===== src/shared/adc_cfg_pkg.sv =====
package adc_cfg_pkg;

	// Register bus
	localparam int ADDR_W = 8;
	localparam int DATA_W = 8;

	// Register offsets
	localparam logic [ADDR_W-1:0] OFS_RATE_CFG = 8'h04;
	localparam logic [ADDR_W-1:0] OFS_REF_CTL = 8'h05;
	localparam logic [ADDR_W-1:0] OFS_EXC_MAG = 8'h06;

	// Values after reset
	localparam logic [DATA_W-1:0] RATE_CFG_RST = 8'h14;
	localparam logic [DATA_W-1:0] REF_CTL_RST = 8'h10;
	localparam logic [DATA_W-1:0] EXC_MAG_RST = 8'h00;

	// Writable bits of the excitation register, bits 5:4 read zero
	localparam logic [DATA_W-1:0] EXC_MAG_WMASK = 8'hCF;

	// Field positions, conversion rate and configuration
	localparam int CHOP_BIT = 7;
	localparam int CLK_SRC_BIT = 6;
	localparam int CONV_MODE_BIT = 5;
	localparam int FILTER_BIT = 4;
	localparam int RATE_LSB = 0;
	localparam int RATE_W = 4;

	// Field positions, reference control
	localparam int REF_MON_LSB = 6;
	localparam int REFP_BYP_BIT = 5;
	localparam int REFN_BYP_BIT = 4;
	localparam int REF_SEL_LSB = 2;
	localparam int REF_PWR_LSB = 0;

	// Field positions, excitation current
	localparam int RAIL_MON_BIT = 7;
	localparam int LOW_SW_BIT = 6;
	localparam int EXC_MAG_LSB = 0;
	localparam int EXC_MAG_W = 4;

	// Synchroniser depth for pin inputs
	localparam int PIN_SYNC_STAGES = 3;

	typedef enum logic [1:0] {
		REF_MON_OFF = 2'h0,
		REF_MON_LOW = 2'h1,
		REF_MON_LOW_THIRD = 2'h2,
		REF_MON_LOW_PULL = 2'h3
	} ref_mon_e;

	typedef enum logic [1:0] {
		REF_SRC_PAIR0 = 2'h0,
		REF_SRC_PAIR1 = 2'h1,
		REF_SRC_INTERNAL = 2'h2,
		REF_SRC_RESERVED = 2'h3
	} ref_sel_e;

	typedef enum logic [1:0] {
		REF_PWR_OFF = 2'h0,
		REF_PWR_ON_PD_OFF = 2'h1,
		REF_PWR_ALWAYS = 2'h2,
		REF_PWR_RESERVED = 2'h3
	} ref_pwr_e;

	// Chop pairing states, Gray along the path
	typedef enum logic [1:0] {
		CHOP_IDLE = 2'b00,
		CHOP_FIRST = 2'b01,
		CHOP_SECOND = 2'b11
	} chop_state_e;

	// Control lines toward the analog circuits
	typedef struct packed {
		logic chop_en;
		logic ext_clock_select;
		logic single_shot;
		logic low_latency_filter;
		logic [RATE_W-1:0] output_rate_code;
		logic [15:0] rate_deci_sps;
		logic reference_low_threshold_monitor;
		logic reference_third_span_monitor;
		logic reference_pull_together;
		logic positive_reference_buffer_bypass;
		logic negative_reference_buffer_bypass;
		logic route_ref_pair0;
		logic route_ref_pair1;
		logic route_ref_internal;
		logic internal_reference_on;
		logic [EXC_MAG_W-1:0] excitation_magnitude;
		logic low_side_switch_close;
		logic amp_rail_monitor_en;
	} analog_ctl_s;

endpackage


===== src/logic/adc_rate_reference_config_regs.sv =====
// Design decision made here: the address-and-strobe port.
`timescale 1ns/1ps

module adc_rate_reference_config_regs
	import adc_cfg_pkg::*;
#(
	parameter int SAMPLE_W = 16
) (
	// Clock and reset
	input wire logic clock,
	input wire logic rst_n,
	// Register port
	input wire logic [ADDR_W-1:0] reg_addr,
	input wire logic [DATA_W-1:0] reg_wdata,
	input wire logic reg_wr,
	input wire logic reg_rd,
	output logic [DATA_W-1:0] reg_rdata,
	// Power-down pin
	input wire logic power_down,
	// Conversion control
	input wire logic conv_start,
	output logic conv_run,
	// Raw readings from the modulator, and its input swap control
	input wire logic sample_valid,
	input wire logic [SAMPLE_W-1:0] sample_data,
	output logic input_swap,
	// Finished results
	output logic result_valid,
	output logic [SAMPLE_W-1:0] result_data,
	// Analog control lines
	output analog_ctl_s analog_ctl
);

	////////////////////////////////////////////////////////////////////////////
	// Reset release and pin synchroniser

	logic rst_meta_r;
	logic rst_sync_r;

	always_ff @(posedge clock or negedge rst_n) begin
		if (!rst_n) begin
			rst_meta_r <= 1'b0;
			rst_sync_r <= 1'b0;
		end else begin
			rst_meta_r <= 1'b1;
			rst_sync_r <= rst_meta_r;
		end
	end

	logic [PIN_SYNC_STAGES-1:0] pd_sync_r;
	logic pd_r;
	// Only the last two stages are trusted, the first may be metastable
	wire pd_agree = pd_sync_r[1] == pd_sync_r[2];
	wire [PIN_SYNC_STAGES-1:0] pd_sync_nxt = {pd_sync_r[PIN_SYNC_STAGES-2:0], power_down};
	wire pd_nxt = pd_agree ? pd_sync_r[2] : pd_r;

	always_ff @(posedge clock or negedge rst_sync_r) begin
		if (!rst_sync_r) begin
			pd_sync_r <= '0;
		end else begin
			pd_sync_r <= pd_sync_nxt;
		end
	end

	always_ff @(posedge clock or negedge rst_sync_r) begin
		if (!rst_sync_r) begin
			pd_r <= 1'b0;
		end else begin
			pd_r <= pd_nxt;
		end
	end

	////////////////////////////////////////////////////////////////////////////
	// Register file

	logic [DATA_W-1:0] rate_cfg_r;
	logic [DATA_W-1:0] ref_ctl_r;
	logic [DATA_W-1:0] exc_mag_r;

	wire hit_rate = reg_addr == OFS_RATE_CFG;
	wire hit_ref = reg_addr == OFS_REF_CTL;
	wire hit_exc = reg_addr == OFS_EXC_MAG;
	wire wr_rate = reg_wr && hit_rate;
	wire wr_ref = reg_wr && hit_ref;
	wire wr_exc = reg_wr && hit_exc;

	// Writes to unmapped addresses change nothing
	wire [DATA_W-1:0] rate_cfg_nxt = wr_rate ? reg_wdata : rate_cfg_r;
	wire [DATA_W-1:0] ref_ctl_nxt = wr_ref ? reg_wdata : ref_ctl_r;
	// Bits 5:4 dropped at the write, so they always read zero
	wire [DATA_W-1:0] exc_mag_nxt = wr_exc ? (reg_wdata & EXC_MAG_WMASK) : exc_mag_r;

	always_ff @(posedge clock or negedge rst_sync_r) begin
		if (!rst_sync_r) begin
			rate_cfg_r <= RATE_CFG_RST;
		end else begin
			rate_cfg_r <= rate_cfg_nxt;
		end
	end

	always_ff @(posedge clock or negedge rst_sync_r) begin
		if (!rst_sync_r) begin
			ref_ctl_r <= REF_CTL_RST;
		end else begin
			ref_ctl_r <= ref_ctl_nxt;
		end
	end

	always_ff @(posedge clock or negedge rst_sync_r) begin
		if (!rst_sync_r) begin
			exc_mag_r <= EXC_MAG_RST;
		end else begin
			exc_mag_r <= exc_mag_nxt;
		end
	end

	wire [DATA_W-1:0] read_mux =
		hit_rate ? rate_cfg_r :
		hit_ref ? ref_ctl_r :
		hit_exc ? exc_mag_r : '0;
	// Zero outside the one-cycle read slot
	wire [DATA_W-1:0] rdata_nxt = reg_rd ? read_mux : '0;
	logic [DATA_W-1:0] rdata_r;

	always_ff @(posedge clock or negedge rst_sync_r) begin
		if (!rst_sync_r) begin
			rdata_r <= '0;
		end else begin
			rdata_r <= rdata_nxt;
		end
	end

	assign reg_rdata = rdata_r;

	////////////////////////////////////////////////////////////////////////////
	// Field decode

	wire chop_on = rate_cfg_r[CHOP_BIT];
	wire single_shot = rate_cfg_r[CONV_MODE_BIT];
	wire [RATE_W-1:0] rate_code = rate_cfg_r[RATE_LSB +: RATE_W];
	ref_mon_e ref_mon;
	ref_sel_e ref_sel;
	ref_pwr_e ref_pwr;
	assign ref_mon = ref_mon_e'(ref_ctl_r[REF_MON_LSB +: 2]);
	assign ref_sel = ref_sel_e'(ref_ctl_r[REF_SEL_LSB +: 2]);
	assign ref_pwr = ref_pwr_e'(ref_ctl_r[REF_PWR_LSB +: 2]);

	// Rate in tenths of a sample per second, zero for unlisted codes
	function automatic logic [15:0] rate_deci(input logic [RATE_W-1:0] code);
		logic [15:0] r;
		r = 16'h0000;
		unique case (code)
			4'h0: r = 16'h0019;
			4'h1: r = 16'h0032;
			4'h2: r = 16'h0064;
			4'h3: r = 16'h00A6;
			4'h4: r = 16'h00C8;
			4'h5: r = 16'h01F4;
			4'h6: r = 16'h0258;
			4'h7: r = 16'h03E8;
			default: r = 16'h0000;
		endcase
		return r;
	endfunction

	wire ref_int_on = (ref_pwr == REF_PWR_ALWAYS)
		|| (ref_pwr == REF_PWR_ON_PD_OFF && !pd_r);
	// Current sources only run from a live internal reference
	wire [EXC_MAG_W-1:0] mag_eff =
		ref_int_on ? exc_mag_r[EXC_MAG_LSB +: EXC_MAG_W] : '0;

	analog_ctl_s ctl_nxt;

	always_comb begin
		ctl_nxt = '0;
		ctl_nxt.chop_en = chop_on;
		ctl_nxt.ext_clock_select = rate_cfg_r[CLK_SRC_BIT];
		ctl_nxt.single_shot = single_shot;
		ctl_nxt.low_latency_filter = rate_cfg_r[FILTER_BIT];
		ctl_nxt.output_rate_code = rate_code;
		ctl_nxt.rate_deci_sps = rate_deci(rate_code);
		ctl_nxt.reference_low_threshold_monitor = ref_mon != REF_MON_OFF;
		ctl_nxt.reference_third_span_monitor = ref_mon == REF_MON_LOW_THIRD;
		ctl_nxt.reference_pull_together = ref_mon == REF_MON_LOW_PULL;
		ctl_nxt.positive_reference_buffer_bypass = ref_ctl_r[REFP_BYP_BIT];
		ctl_nxt.negative_reference_buffer_bypass = ref_ctl_r[REFN_BYP_BIT];
		ctl_nxt.route_ref_pair0 = ref_sel == REF_SRC_PAIR0;
		ctl_nxt.route_ref_pair1 = ref_sel == REF_SRC_PAIR1;
		ctl_nxt.route_ref_internal = ref_sel == REF_SRC_INTERNAL;
		ctl_nxt.internal_reference_on = ref_int_on;
		ctl_nxt.excitation_magnitude = mag_eff;
		ctl_nxt.low_side_switch_close = exc_mag_r[LOW_SW_BIT] && !pd_r;
		ctl_nxt.amp_rail_monitor_en = exc_mag_r[RAIL_MON_BIT];
	end

	analog_ctl_s ctl_r;

	always_ff @(posedge clock or negedge rst_sync_r) begin
		if (!rst_sync_r) begin
			ctl_r <= '0;
		end else begin
			ctl_r <= ctl_nxt;
		end
	end

	assign analog_ctl = ctl_r;

	////////////////////////////////////////////////////////////////////////////
	// Conversion run control

	logic run_r;
	logic result_valid_r;
	logic [SAMPLE_W-1:0] result_r;
	wire result_fire;

	// Single-shot stops after one result; continuous always runs
	wire run_nxt = single_shot ? ((run_r || conv_start) && !result_fire) : 1'b1;

	always_ff @(posedge clock or negedge rst_sync_r) begin
		if (!rst_sync_r) begin
			run_r <= 1'b0;
		end else begin
			run_r <= run_nxt;
		end
	end

	assign conv_run = run_r;

	////////////////////////////////////////////////////////////////////////////
	// Chop pairing and averaging

	chop_state_e chop_st_r;
	chop_state_e chop_st_nxt;
	logic swap_r;
	logic [SAMPLE_W-1:0] first_r;

	wire take = sample_valid && run_r;
	// Swapped reading is negated, so the average is half the difference
	wire signed [SAMPLE_W:0] diff = $signed({first_r[SAMPLE_W-1], first_r})
		- $signed({sample_data[SAMPLE_W-1], sample_data});
	wire [SAMPLE_W-1:0] chop_avg = diff[SAMPLE_W:1];
	wire pair_done = take && chop_st_r == CHOP_SECOND;
	assign result_fire = chop_on ? pair_done : take;

	always_comb begin
		chop_st_nxt = chop_st_r;
		unique case (chop_st_r)
			CHOP_IDLE: begin
				if (chop_on) begin
					chop_st_nxt = CHOP_FIRST;
				end
			end
			CHOP_FIRST: begin
				if (!chop_on) begin
					chop_st_nxt = CHOP_IDLE;
				end else if (take) begin
					chop_st_nxt = CHOP_SECOND;
				end
			end
			CHOP_SECOND: begin
				if (!chop_on) begin
					chop_st_nxt = CHOP_IDLE;
				end else if (take) begin
					chop_st_nxt = CHOP_FIRST;
				end
			end
			default: chop_st_nxt = CHOP_IDLE;
		endcase
	end

	// Swap is registered so the inputs turn before the next reading
	wire swap_nxt = (chop_st_nxt == CHOP_SECOND);
	wire take_first = take && chop_st_r == CHOP_FIRST;
	wire [SAMPLE_W-1:0] first_nxt = take_first ? sample_data : first_r;

	always_ff @(posedge clock or negedge rst_sync_r) begin
		if (!rst_sync_r) begin
			chop_st_r <= CHOP_IDLE;
		end else begin
			chop_st_r <= chop_st_nxt;
		end
	end

	always_ff @(posedge clock or negedge rst_sync_r) begin
		if (!rst_sync_r) begin
			swap_r <= 1'b0;
		end else begin
			swap_r <= swap_nxt;
		end
	end

	always_ff @(posedge clock or negedge rst_sync_r) begin
		if (!rst_sync_r) begin
			first_r <= '0;
		end else begin
			first_r <= first_nxt;
		end
	end

	assign input_swap = swap_r;

	// A result holds until the next one replaces it
	wire [SAMPLE_W-1:0] result_nxt = chop_on ? chop_avg : sample_data;

	always_ff @(posedge clock or negedge rst_sync_r) begin
		if (!rst_sync_r) begin
			result_valid_r <= 1'b0;
		end else begin
			result_valid_r <= result_fire;
		end
	end

	always_ff @(posedge clock or negedge rst_sync_r) begin
		if (!rst_sync_r) begin
			result_r <= '0;
		end else if (result_fire) begin
			result_r <= result_nxt;
		end
	end

	assign result_valid = result_valid_r;
	assign result_data = result_r;

endmodule


===== config.mk =====
export PLATFORM = sky130hd
export DESIGN_NAME = adc_rate_reference_config_regs
export DESIGN_NICKNAME = d
export VERILOG_FILES = /design/src/shared/adc_cfg_pkg.sv /design/src/logic/adc_rate_reference_config_regs.sv
export SDC_FILE = /design/constraint.sdc
export NUM_CORES = 1
export LEC_CHECK = 0
export CAP_MARGIN = 5
export CORE_UTILIZATION = 45
export DETAILED_ROUTE_END_ITERATION = 10
export DONT_BUFFER_PORTS = 1
export PLACE_DENSITY = 0.68
export SYNTH_ARGS = -nofsm -noshare
export SYNTH_HDL_FRONTEND = slang
export SYNTH_SLANG_ARGS = --single-unit

===== constraint.sdc =====
create_clock -name clock -period 4.03 [get_ports clock]
set_input_delay 0.403 -clock clock [delete_from_list [all_inputs] [get_ports clock]]
set_output_delay 0.403 -clock clock [all_outputs]
set_load 0.03 [all_outputs]

==> results of run 1 <==
where the power goes:
part	internal, uW	switching [uW]	leakage [uW]	total [uW]
combinational	90.8	132	0.00101	223
sequential	1130	138	0.00132	1270
clock	295	373	0.0000992	668
cell type report:
cell class                 count  area [um^2]  share of cell area
sequential                   106         2660              0.5159
multi-input combinational    294         1976              0.3832
tap                          136        170.2             0.03300
clock buffer                  10        127.6             0.02475
inverter                      31        116.4             0.02257
clock inverter                 6        71.32             0.01383
timing repair buffer           4        35.03            0.006794
worst paths after layout:
path / from / endpoint / slack (ns) / depth (start not counted)
setup / recovery: conv_run$_DFF_PN0_ / result_data[11]$_DFFE_PN0P_ / 1.33 / 7
hold / removal: reg_wdata[1] / ref_ctl_r[1]$_DFFE_PN0P_ / 0.13 / 2
setup reg to reg: conv_run$_DFF_PN0_ / result_data[11]$_DFFE_PN0P_ / 1.33 / 7
hold reg to reg: rst_meta_r$_DFF_PN0_ / rst_sync_r$_DFF_PN0_ / 0.36 / 0
max in group asynchronous: rst_sync_r$_DFF_PN0_ / rate_cfg_r[4]$_DFFE_PN1P_ / 2.59 / 1
min in group asynchronous: rst_n / rst_sync_r$_DFF_PN0_ / 0.24 / 1
flip-flops by register name, indices dropped and copies added (netlist names), 2 cells and up:
signal	count
analog_ctl	33
chop_st_r	2
exc_mag_r	6
first_r	16
pd_sync_r	3
rate_cfg_r	8
ref_ctl_r	8
reg_rdata	8
result_data	16
worst register-to-register path, stage by stage, from the launching register on:
cell                       delay, ns
sky130_fd_sc_hd__dfrtp_1        0.51
sky130_fd_sc_hd__nand2_1        0.43
sky130_fd_sc_hd__a21o_1         0.59
sky130_fd_sc_hd__inv_2          0.15
sky130_fd_sc_hd__and2_0         0.30
sky130_fd_sc_hd__a221oi_1       0.28
sky130_fd_sc_hd__o41ai_1        0.12
sky130_fd_sc_hd__a41o_1         0.21
layer usage:
metal / track usage / vias up
met2: 0.3302 / 119
met1: 0.2387 / 1614
met5: 0 / -
met4: 0.06647 / 0
met3: 0.08277 / 15
li1: - / 1539
logic make-up after synthesis:
| logic type | after synthesis | share of synthesized area |
|---|---|---|
| other cells | 2 | 0.001538 |
| buf+inv | 58 | 0.05534 |
| xor+xnor | 7 | 0.01255 |
| compound gates | 110 | 0.1463 |
| flops | 106 | 0.5439 |
| simple gates | 126 | 0.1302 |
| fa+ha+maj | 20 | 0.05227 |
| mux | 24 | 0.05791 |
synthesized netlist by cell type (all sizes together), types with 4 or more instances:
cell type,count
clkbuf,15
nand2,43
inv,31
a21o,5
nor2,27
or3,4
and3,6
mux2i,8
buf,12
a221oi,4
nor3b,4
ha,18
a21oi,24
and2,7
o221a,6
nor3,13
nor2b,10
a211oi,5
o21ai,43
dfrtp,103
o211ai,5
xnor2,4
mux2,16
per-stage QoR:
stage / total power, uW / util
floorplan: 1455 / -
global placement: 1501 / 0.4740
detailed placement: 1511 / 0.4740
CTS: 2186 / 0.4941
global route: 2264 / 0.4950
finish: 2157 / 0.4950
layout by cell type (no fill, tap or decap), types with 2 or more instances in the layout:
master                            n
sky130_fd_sc_hd__mux2_4           6
sky130_fd_sc_hd__a221oi_1         4
sky130_fd_sc_hd__dfrtp_1        102
sky130_fd_sc_hd__nor2_1          27
sky130_fd_sc_hd__nor3_1          13
sky130_fd_sc_hd__mux2_2           9
sky130_fd_sc_hd__o21ai_2          4
sky130_fd_sc_hd__mux2i_1          8
sky130_fd_sc_hd__a31oi_1          3
sky130_fd_sc_hd__and2_1           6
sky130_fd_sc_hd__conb_1           7
sky130_fd_sc_hd__ha_1            18
sky130_fd_sc_hd__nand2b_1         3
sky130_fd_sc_hd__dlygate4sd3_1    2
sky130_fd_sc_hd__nand4_1          2
sky130_fd_sc_hd__a21o_1           5
sky130_fd_sc_hd__o21ai_0         37
sky130_fd_sc_hd__nand2_1         43
sky130_fd_sc_hd__a211oi_1         5
sky130_fd_sc_hd__a21oi_1         24
sky130_fd_sc_hd__clkbuf_8         9
sky130_fd_sc_hd__o221a_2          6
sky130_fd_sc_hd__o211ai_1         5
sky130_fd_sc_hd__nor3b_1          4
sky130_fd_sc_hd__a211o_1          2
sky130_fd_sc_hd__o21ai_1          2
sky130_fd_sc_hd__inv_6            2
sky130_fd_sc_hd__or3_1            3
sky130_fd_sc_hd__inv_1           30
sky130_fd_sc_hd__dfstp_2          3
sky130_fd_sc_hd__nand3_1          2
sky130_fd_sc_hd__xor2_1           3
sky130_fd_sc_hd__nor2b_1          9
sky130_fd_sc_hd__buf_4            2
sky130_fd_sc_hd__a21boi_0         2
sky130_fd_sc_hd__xnor2_1          4
sky130_fd_sc_hd__and3_1           6
==> summary.txt, run 1 <==
STA
  • Period Utilization, post-route: 0.6689
  • Rel. slew slack: 0.3682
  • Post-route clock skew: 0.01137 ns
  • Final sum of negative setup slack: 0 ns
  • Min Clock Period, post-route: 2.696 ns
  • Setup repair after global routing missed its margin: no
  • Endpoints failing hold: 0
  • Max-slew violation count: 0
  • Final worst-path setup slack: 1.334 ns
  • Fmax: 0.3710 GHz
  • Count of endpoints failing setup in the final report: 0
  • Slew at the pin closest to its max-slew limit: 0.9477 ns
  • Final Hold Slack: 0.1334 ns

Floorplan
  • Std-Cell Rows: 37
  • Height of the die: 106.2 um
  • Horizontal extent of the die: 106.2 um
  • Placeable Area: 10420 um^2
  • I/O pins: 105
  • Die ar.: 11270 um^2
  • Initial cell density of the core: 0.4688

Layout
  • Count of non-filler cells in the finished layout: 587
  • Filler cell count in the final layout: 965
  • Area grow syn2layout: 5.586%
  • Antenna fix cells: 0
  • Fraction of final layout cells sized beyond drive strength 1: 0.1153
  • Total number of nets in the final design: 504
  • Post-layout instance area: 5156 um^2

Clock network
  • Number of hold buffers added after cts: 1
  • Maximum buffer depth of the clock tree: 2
  • Number of buffers inserted during clock tree synthesis: 9
  • CTS tree: built
  • Count of clock tree sinks: 106
  • Clock transition time at the flip-flop clock pins of the worst setup and hold paths: 0.10 ns
  • H-tree depth reported by CTS: 3
  • Latest clock arrival within the worst-skew pair: 0.38 ns
  • Cell at the root of the clock tree: sky130_fd_sc_hd__clkbuf_8
  • Total of cells resized after clock tree synthesis: 0
  • Number of post-CTS setup repair buffers: 0

Critical path
  • Endpoint type of the worst setup path: flop
  • WP data required: 4.32 ns
  • Arrival time of the worst setup path: 2.98 ns
  • Worst path max stage delay: 0.59 ns
  • Largest fanout on the critical path: 21
  • Crit-path slowest cell: sky130_fd_sc_hd__a21o_1
  • CP Class: reg -> reg
  • Top Family by Delay on Critical Path: compound AO/OA/AOI/OAI gates
  • CP Cell Sequence: nand2_1 > a21o_1 > inv_2 > and2_0 > a221oi_1 > o41ai_1 > a41o_1
  • Critical path buffer and inverter count: 1
  • Type of origin of the critical path: flop

Yosys
  • Async S/R FF share, synth: 1.000
  • Number of instances in the synthesized netlist: 453
  • Synth warnings: 0
  • Synthesized cell area: 4883 um^2
  • Yosys cell types: 62
  • Synthesis-stage register bit count: 106
  • Fraction of the yosys area taken by sequential cells: 0.5439
  • Largest area contributor in the netlist: sky130_fd_sc_hd__dfrtp_1
  • Area contributors post-synth: sky130_fd_sc_hd__dfrtp_1, sky130_fd_sc_hd__ha_1, sky130_fd_sc_hd__o21ai_0, sky130_fd_sc_hd__nand2_1, sky130_fd_sc_hd__a21oi_1
  • Synthesized area per cell: 10.78 um^2
  • Area fraction of the dominant cell type after synthesis: 0.5278
  • EDFF count, synth: 0
  • Most instantiated flip-flop cell in the synthesis netlist: sky130_fd_sc_hd__dfrtp_1

Pwr
  • Cell area power density: 418.4 nW/um^2
  • Peak supply drop: 259.4 uV
  • Static power due to leakage: 0.002430 uW

Place
  • Area post-placement: 4937 um^2
  • Final estimated routing congestion in global placement: 0.8245
  • HPWL after detailed placement: 7281 um
  • Buffers added on ports: 0
  • Setup slack after placement: 1.318 ns
  • Instance count after placement with tap cells included: 569

Run
  • Number of max-cap violations: 0

Routing
  • Wire length on met2: 5147 um
  • Met3 layer wire length in the routed design: 798 um
  • Via count: 3287
  • Metal-1 WL: 4246 um
  • Routed WL: 10320 um
  • Average vias per placed instance: 5.600
  • Initial DRC count: 185
  • Number of detailed-routing iterations run before antenna repair: 4
  • Top Metal Used: met4
  • Post-route DRC: 0
  • DRT antenna net count: 0
  • Avg WL per Cell: 17.57 um

GRT
  • Global-route usage over all layers: 0.2012
  • Wire length of the first global-routing pass: 17350 um
  • Maximum number of pins on one net before global-route repair: 76
  • Antenna violations before repair: 0
  • Number of global-route vias before repair: 3403
  • Aggregate global routing overflow: 0

Hold path
  • Worst hold-check path type: in -> reg

Run status
  • Run status: complete, no violations
Note: power is estimated with default switching activity, not from simulation.
==> run 2, diff against run 1 <==
--- a/config.mk
+++ b/config.mk
@@ -9,7 +9,7 @@
 export CORE_UTILIZATION = 45
 export DETAILED_ROUTE_END_ITERATION = 10
 export DONT_BUFFER_PORTS = 1
-export PLACE_DENSITY = 0.68
+export PLACE_DENSITY = 0.7
 export SYNTH_ARGS = -nofsm -noshare
 export SYNTH_HDL_FRONTEND = slang
 export SYNTH_SLANG_ARGS = --single-unit
==> constraint.sdc (replaced) <==
create_clock -name clock -period 2.3 [get_ports clock]
set_input_delay 0.23 -clock clock [delete_from_list [all_inputs] [get_ports clock]]
set_output_delay 0.23 -clock clock [all_outputs]
set_load 0.03 [all_outputs]
==> run 2 against run 1 <==
Effect of this change:
- cell count is 3.2% higher
- design area is 3.1% higher
- flip-flop and latch count stayed put
- via count is 0.21% higher
- first-iteration DRC count is 32% lower
- highest routed layer unchanged
- clock power is 62% higher
- global-route usage is 1.1 points lower
- critical path depth stayed put
- register-to-register slack worse by 1.2 ns
- count of clock-buffer cells in the layout stayed put
==> summary.txt, run 2 (synthesis gave the netlist of run 1 again) <==
Clock network
  • H-tree depth reported by CTS: 3
  • Maximum buffer depth of the clock tree: 2
  • Cell at the root of the clock tree: sky130_fd_sc_hd__clkbuf_8
  • Number of buffers inserted during clock tree synthesis: 9
  • CTS tree: built
  • Number of post-CTS setup repair buffers: 0
  • Clock transition time at the flip-flop clock pins of the worst setup and hold paths: 0.10 ns
  • Count of clock tree sinks: 106
  • Latest clock arrival within the worst-skew pair: 0.38 ns

STA
  • Rel. slew slack: 0.6595
  • Period Utilization, post-route: 0.9282
  • Count of endpoints failing setup in the final report: 0
  • Setup repair after global routing missed its margin: no
  • Fmax: 0.4684 GHz
  • Post-route clock skew: 0.007123 ns
  • Final sum of negative setup slack: 0 ns
  • Endpoints failing hold: 0
  • Final worst-path setup slack: 0.1651 ns
  • Min Clock Period, post-route: 2.135 ns
  • Max-slew violation count: 0
  • Slew at the pin closest to its max-slew limit: 0.5055 ns

Floorplan
  • I/O pins: 105
  • Height of the die: 106.2 um
  • Die ar.: 11270 um^2
  • Std-Cell Rows: 37
  • Placeable Area: 10420 um^2
  • Initial cell density of the core: 0.4688
  • Horizontal extent of the die: 106.2 um

Routing
  • DRT antenna net count: 0
  • Via count: 3294
  • Number of detailed-routing iterations run before antenna repair: 4
  • Post-route DRC: 0
  • Initial DRC count: 125
  • Average vias per placed instance: 5.436
  • Avg WL per Cell: 16.93 um
  • Routed WL: 10260 um

Layout
  • Antenna fix cells: 0
  • Area grow syn2layout: 8.891%
  • Most frequent cells in the layout: sky130_fd_sc_hd__dfrtp_1, sky130_fd_sc_hd__nand2_1, sky130_fd_sc_hd__o21ai_0
  • Final standard cell utilization of the core: 0.5105
  • Filler cell count in the final layout: 942
  • Flip-flop count of the largest register, all copies and words added: 33
  • Leading cell type in the layout, fill and taps excluded: sky130_fd_sc_hd__dfrtp_1
  • Total number of nets in the final design: 523
  • Post-layout instance area: 5318 um^2
  • Fraction of final layout cells sized beyond drive strength 1: 0.1255

Place
  • Final estimated routing congestion in global placement: 0.8407
  • HPWL after detailed placement: 7297 um
  • Area post-placement: 5002 um^2
  • Buffers added on ports: 0
  • Setup slack after placement: 0.2123 ns

Pwr
  • Peak supply drop: 599.7 uV
  • Clock group share of total power: 0.291
  • Net load switching power: 1157 uW
  • Switching part of the total: 0.3109
  • Static power due to leakage: 0.002508 uW
  • Sequential share of power: 0.592
  • Cell area power density: 699.6 nW/um^2
  • Internal power: 2563 uW
  • Proportion of power drawn by combinational gates: 0.116

Critical path
  • Arrival time of the worst setup path: 2.39 ns
  • Endpoint type of the worst setup path: flop
  • CP Class: reg -> reg
  • Largest fanout on the critical path: 5
  • Type of origin of the critical path: flop
  • WP data required: 2.55 ns

GRT
  • Wire length of the first global-routing pass: 16550 um
  • Global-route usage over all layers: 0.1900
  • Number of global-route vias before repair: 3262
  • Aggregate global routing overflow: 0
  • Antenna violations before repair: 0
  • Maximum number of pins on one net before global-route repair: 54

Run status
  • Run status: complete, no violations

Run
  • Number of max-cap violations: 0

Hold path
  • Worst hold-check path type: in -> reg
[run 2: power groups by stage]
stage               Sequential (uW)  Combinational, uW  Clock (uW)
CTS                            2210                433        1110
global route                   2220                485        1190
detailed placement             2240                407           0
global placement               2240                394           0
floorplan                      2230                325           0
finish                         2200                432        1080
[run 2: final timing paths]
kind,from,end,slack [ns],depth (start not counted)
setup / recovery,first_r[5]$_DFFE_PN0P_,result_data[13]$_DFFE_PN0P_,0.17,7
hold / removal,sample_data[2],first_r[2]$_DFFE_PN0P_,0.02,2
setup reg to reg,first_r[5]$_DFFE_PN0P_,result_data[13]$_DFFE_PN0P_,0.17,7
hold reg to reg,rst_sync_r$_DFF_PN0_,analog_ctl[14]$_DFF_PN0_,0.28,0
max in group asynchronous,rst_sync_r$_DFF_PN0_,rate_cfg_r[2]$_DFFE_PN1P_,1.34,1
min in group asynchronous,rst_n,rst_meta_r$_DFF_PN0_,0.06,1
[run 2: stage by stage]
step / std cells / total power [uW] / hold slack [ns]
2_1_floorplan: 458 / 2550 / -0.06559
3_5_place_dp: 576 / 2651 / -0.06554
5_1_grt: 606 / 3895 / 0.00003375
6_report: 606 / 3720 / 0.01571
4_1_cts: 605 / 3752 / 0.001363
3_3_place_gp: 576 / 2632 / -0.06554
[run 2: layout make-up]
type                            instances  area, um^2  share of cell area
Inverter                               31       116.4             0.02188
Multi-Input combinational cell        294        1976              0.3715
Sequential cell                       106        2660              0.5002
Tap cell                              136       170.2             0.03200
Clock buffer                           10       127.6             0.02400
Clock inverter                          6       47.55            0.008941
Timing Repair Buffer                   23       220.2             0.04141
[run 2: repair_timing]
action,in CTS,in global routing
hold buffers,13,1
hold endpoints to repair,27,1
gates resized for setup,0,0
[run 2: per-layer routing]
metal	vias to the layer above	share of wire	track usage
met3	9	0.069	0.07357
met1	1601	0.42	0.2304
met5	-	0	0
li1	1579	-	-
met2	105	0.50	0.3126
met4	0	0.0085	0.05556
[run 2: critical path: stages (launching register included)]
cell,delay (ns)
sky130_fd_sc_hd__dfrtp_1,0.39
sky130_fd_sc_hd__ha_1,0.33
sky130_fd_sc_hd__a21oi_1,0.21
sky130_fd_sc_hd__nor2b_2,0.18
sky130_fd_sc_hd__a21oi_1,0.08
sky130_fd_sc_hd__or3_4,0.36
sky130_fd_sc_hd__o311ai_1,0.31
sky130_fd_sc_hd__o211ai_1,0.13
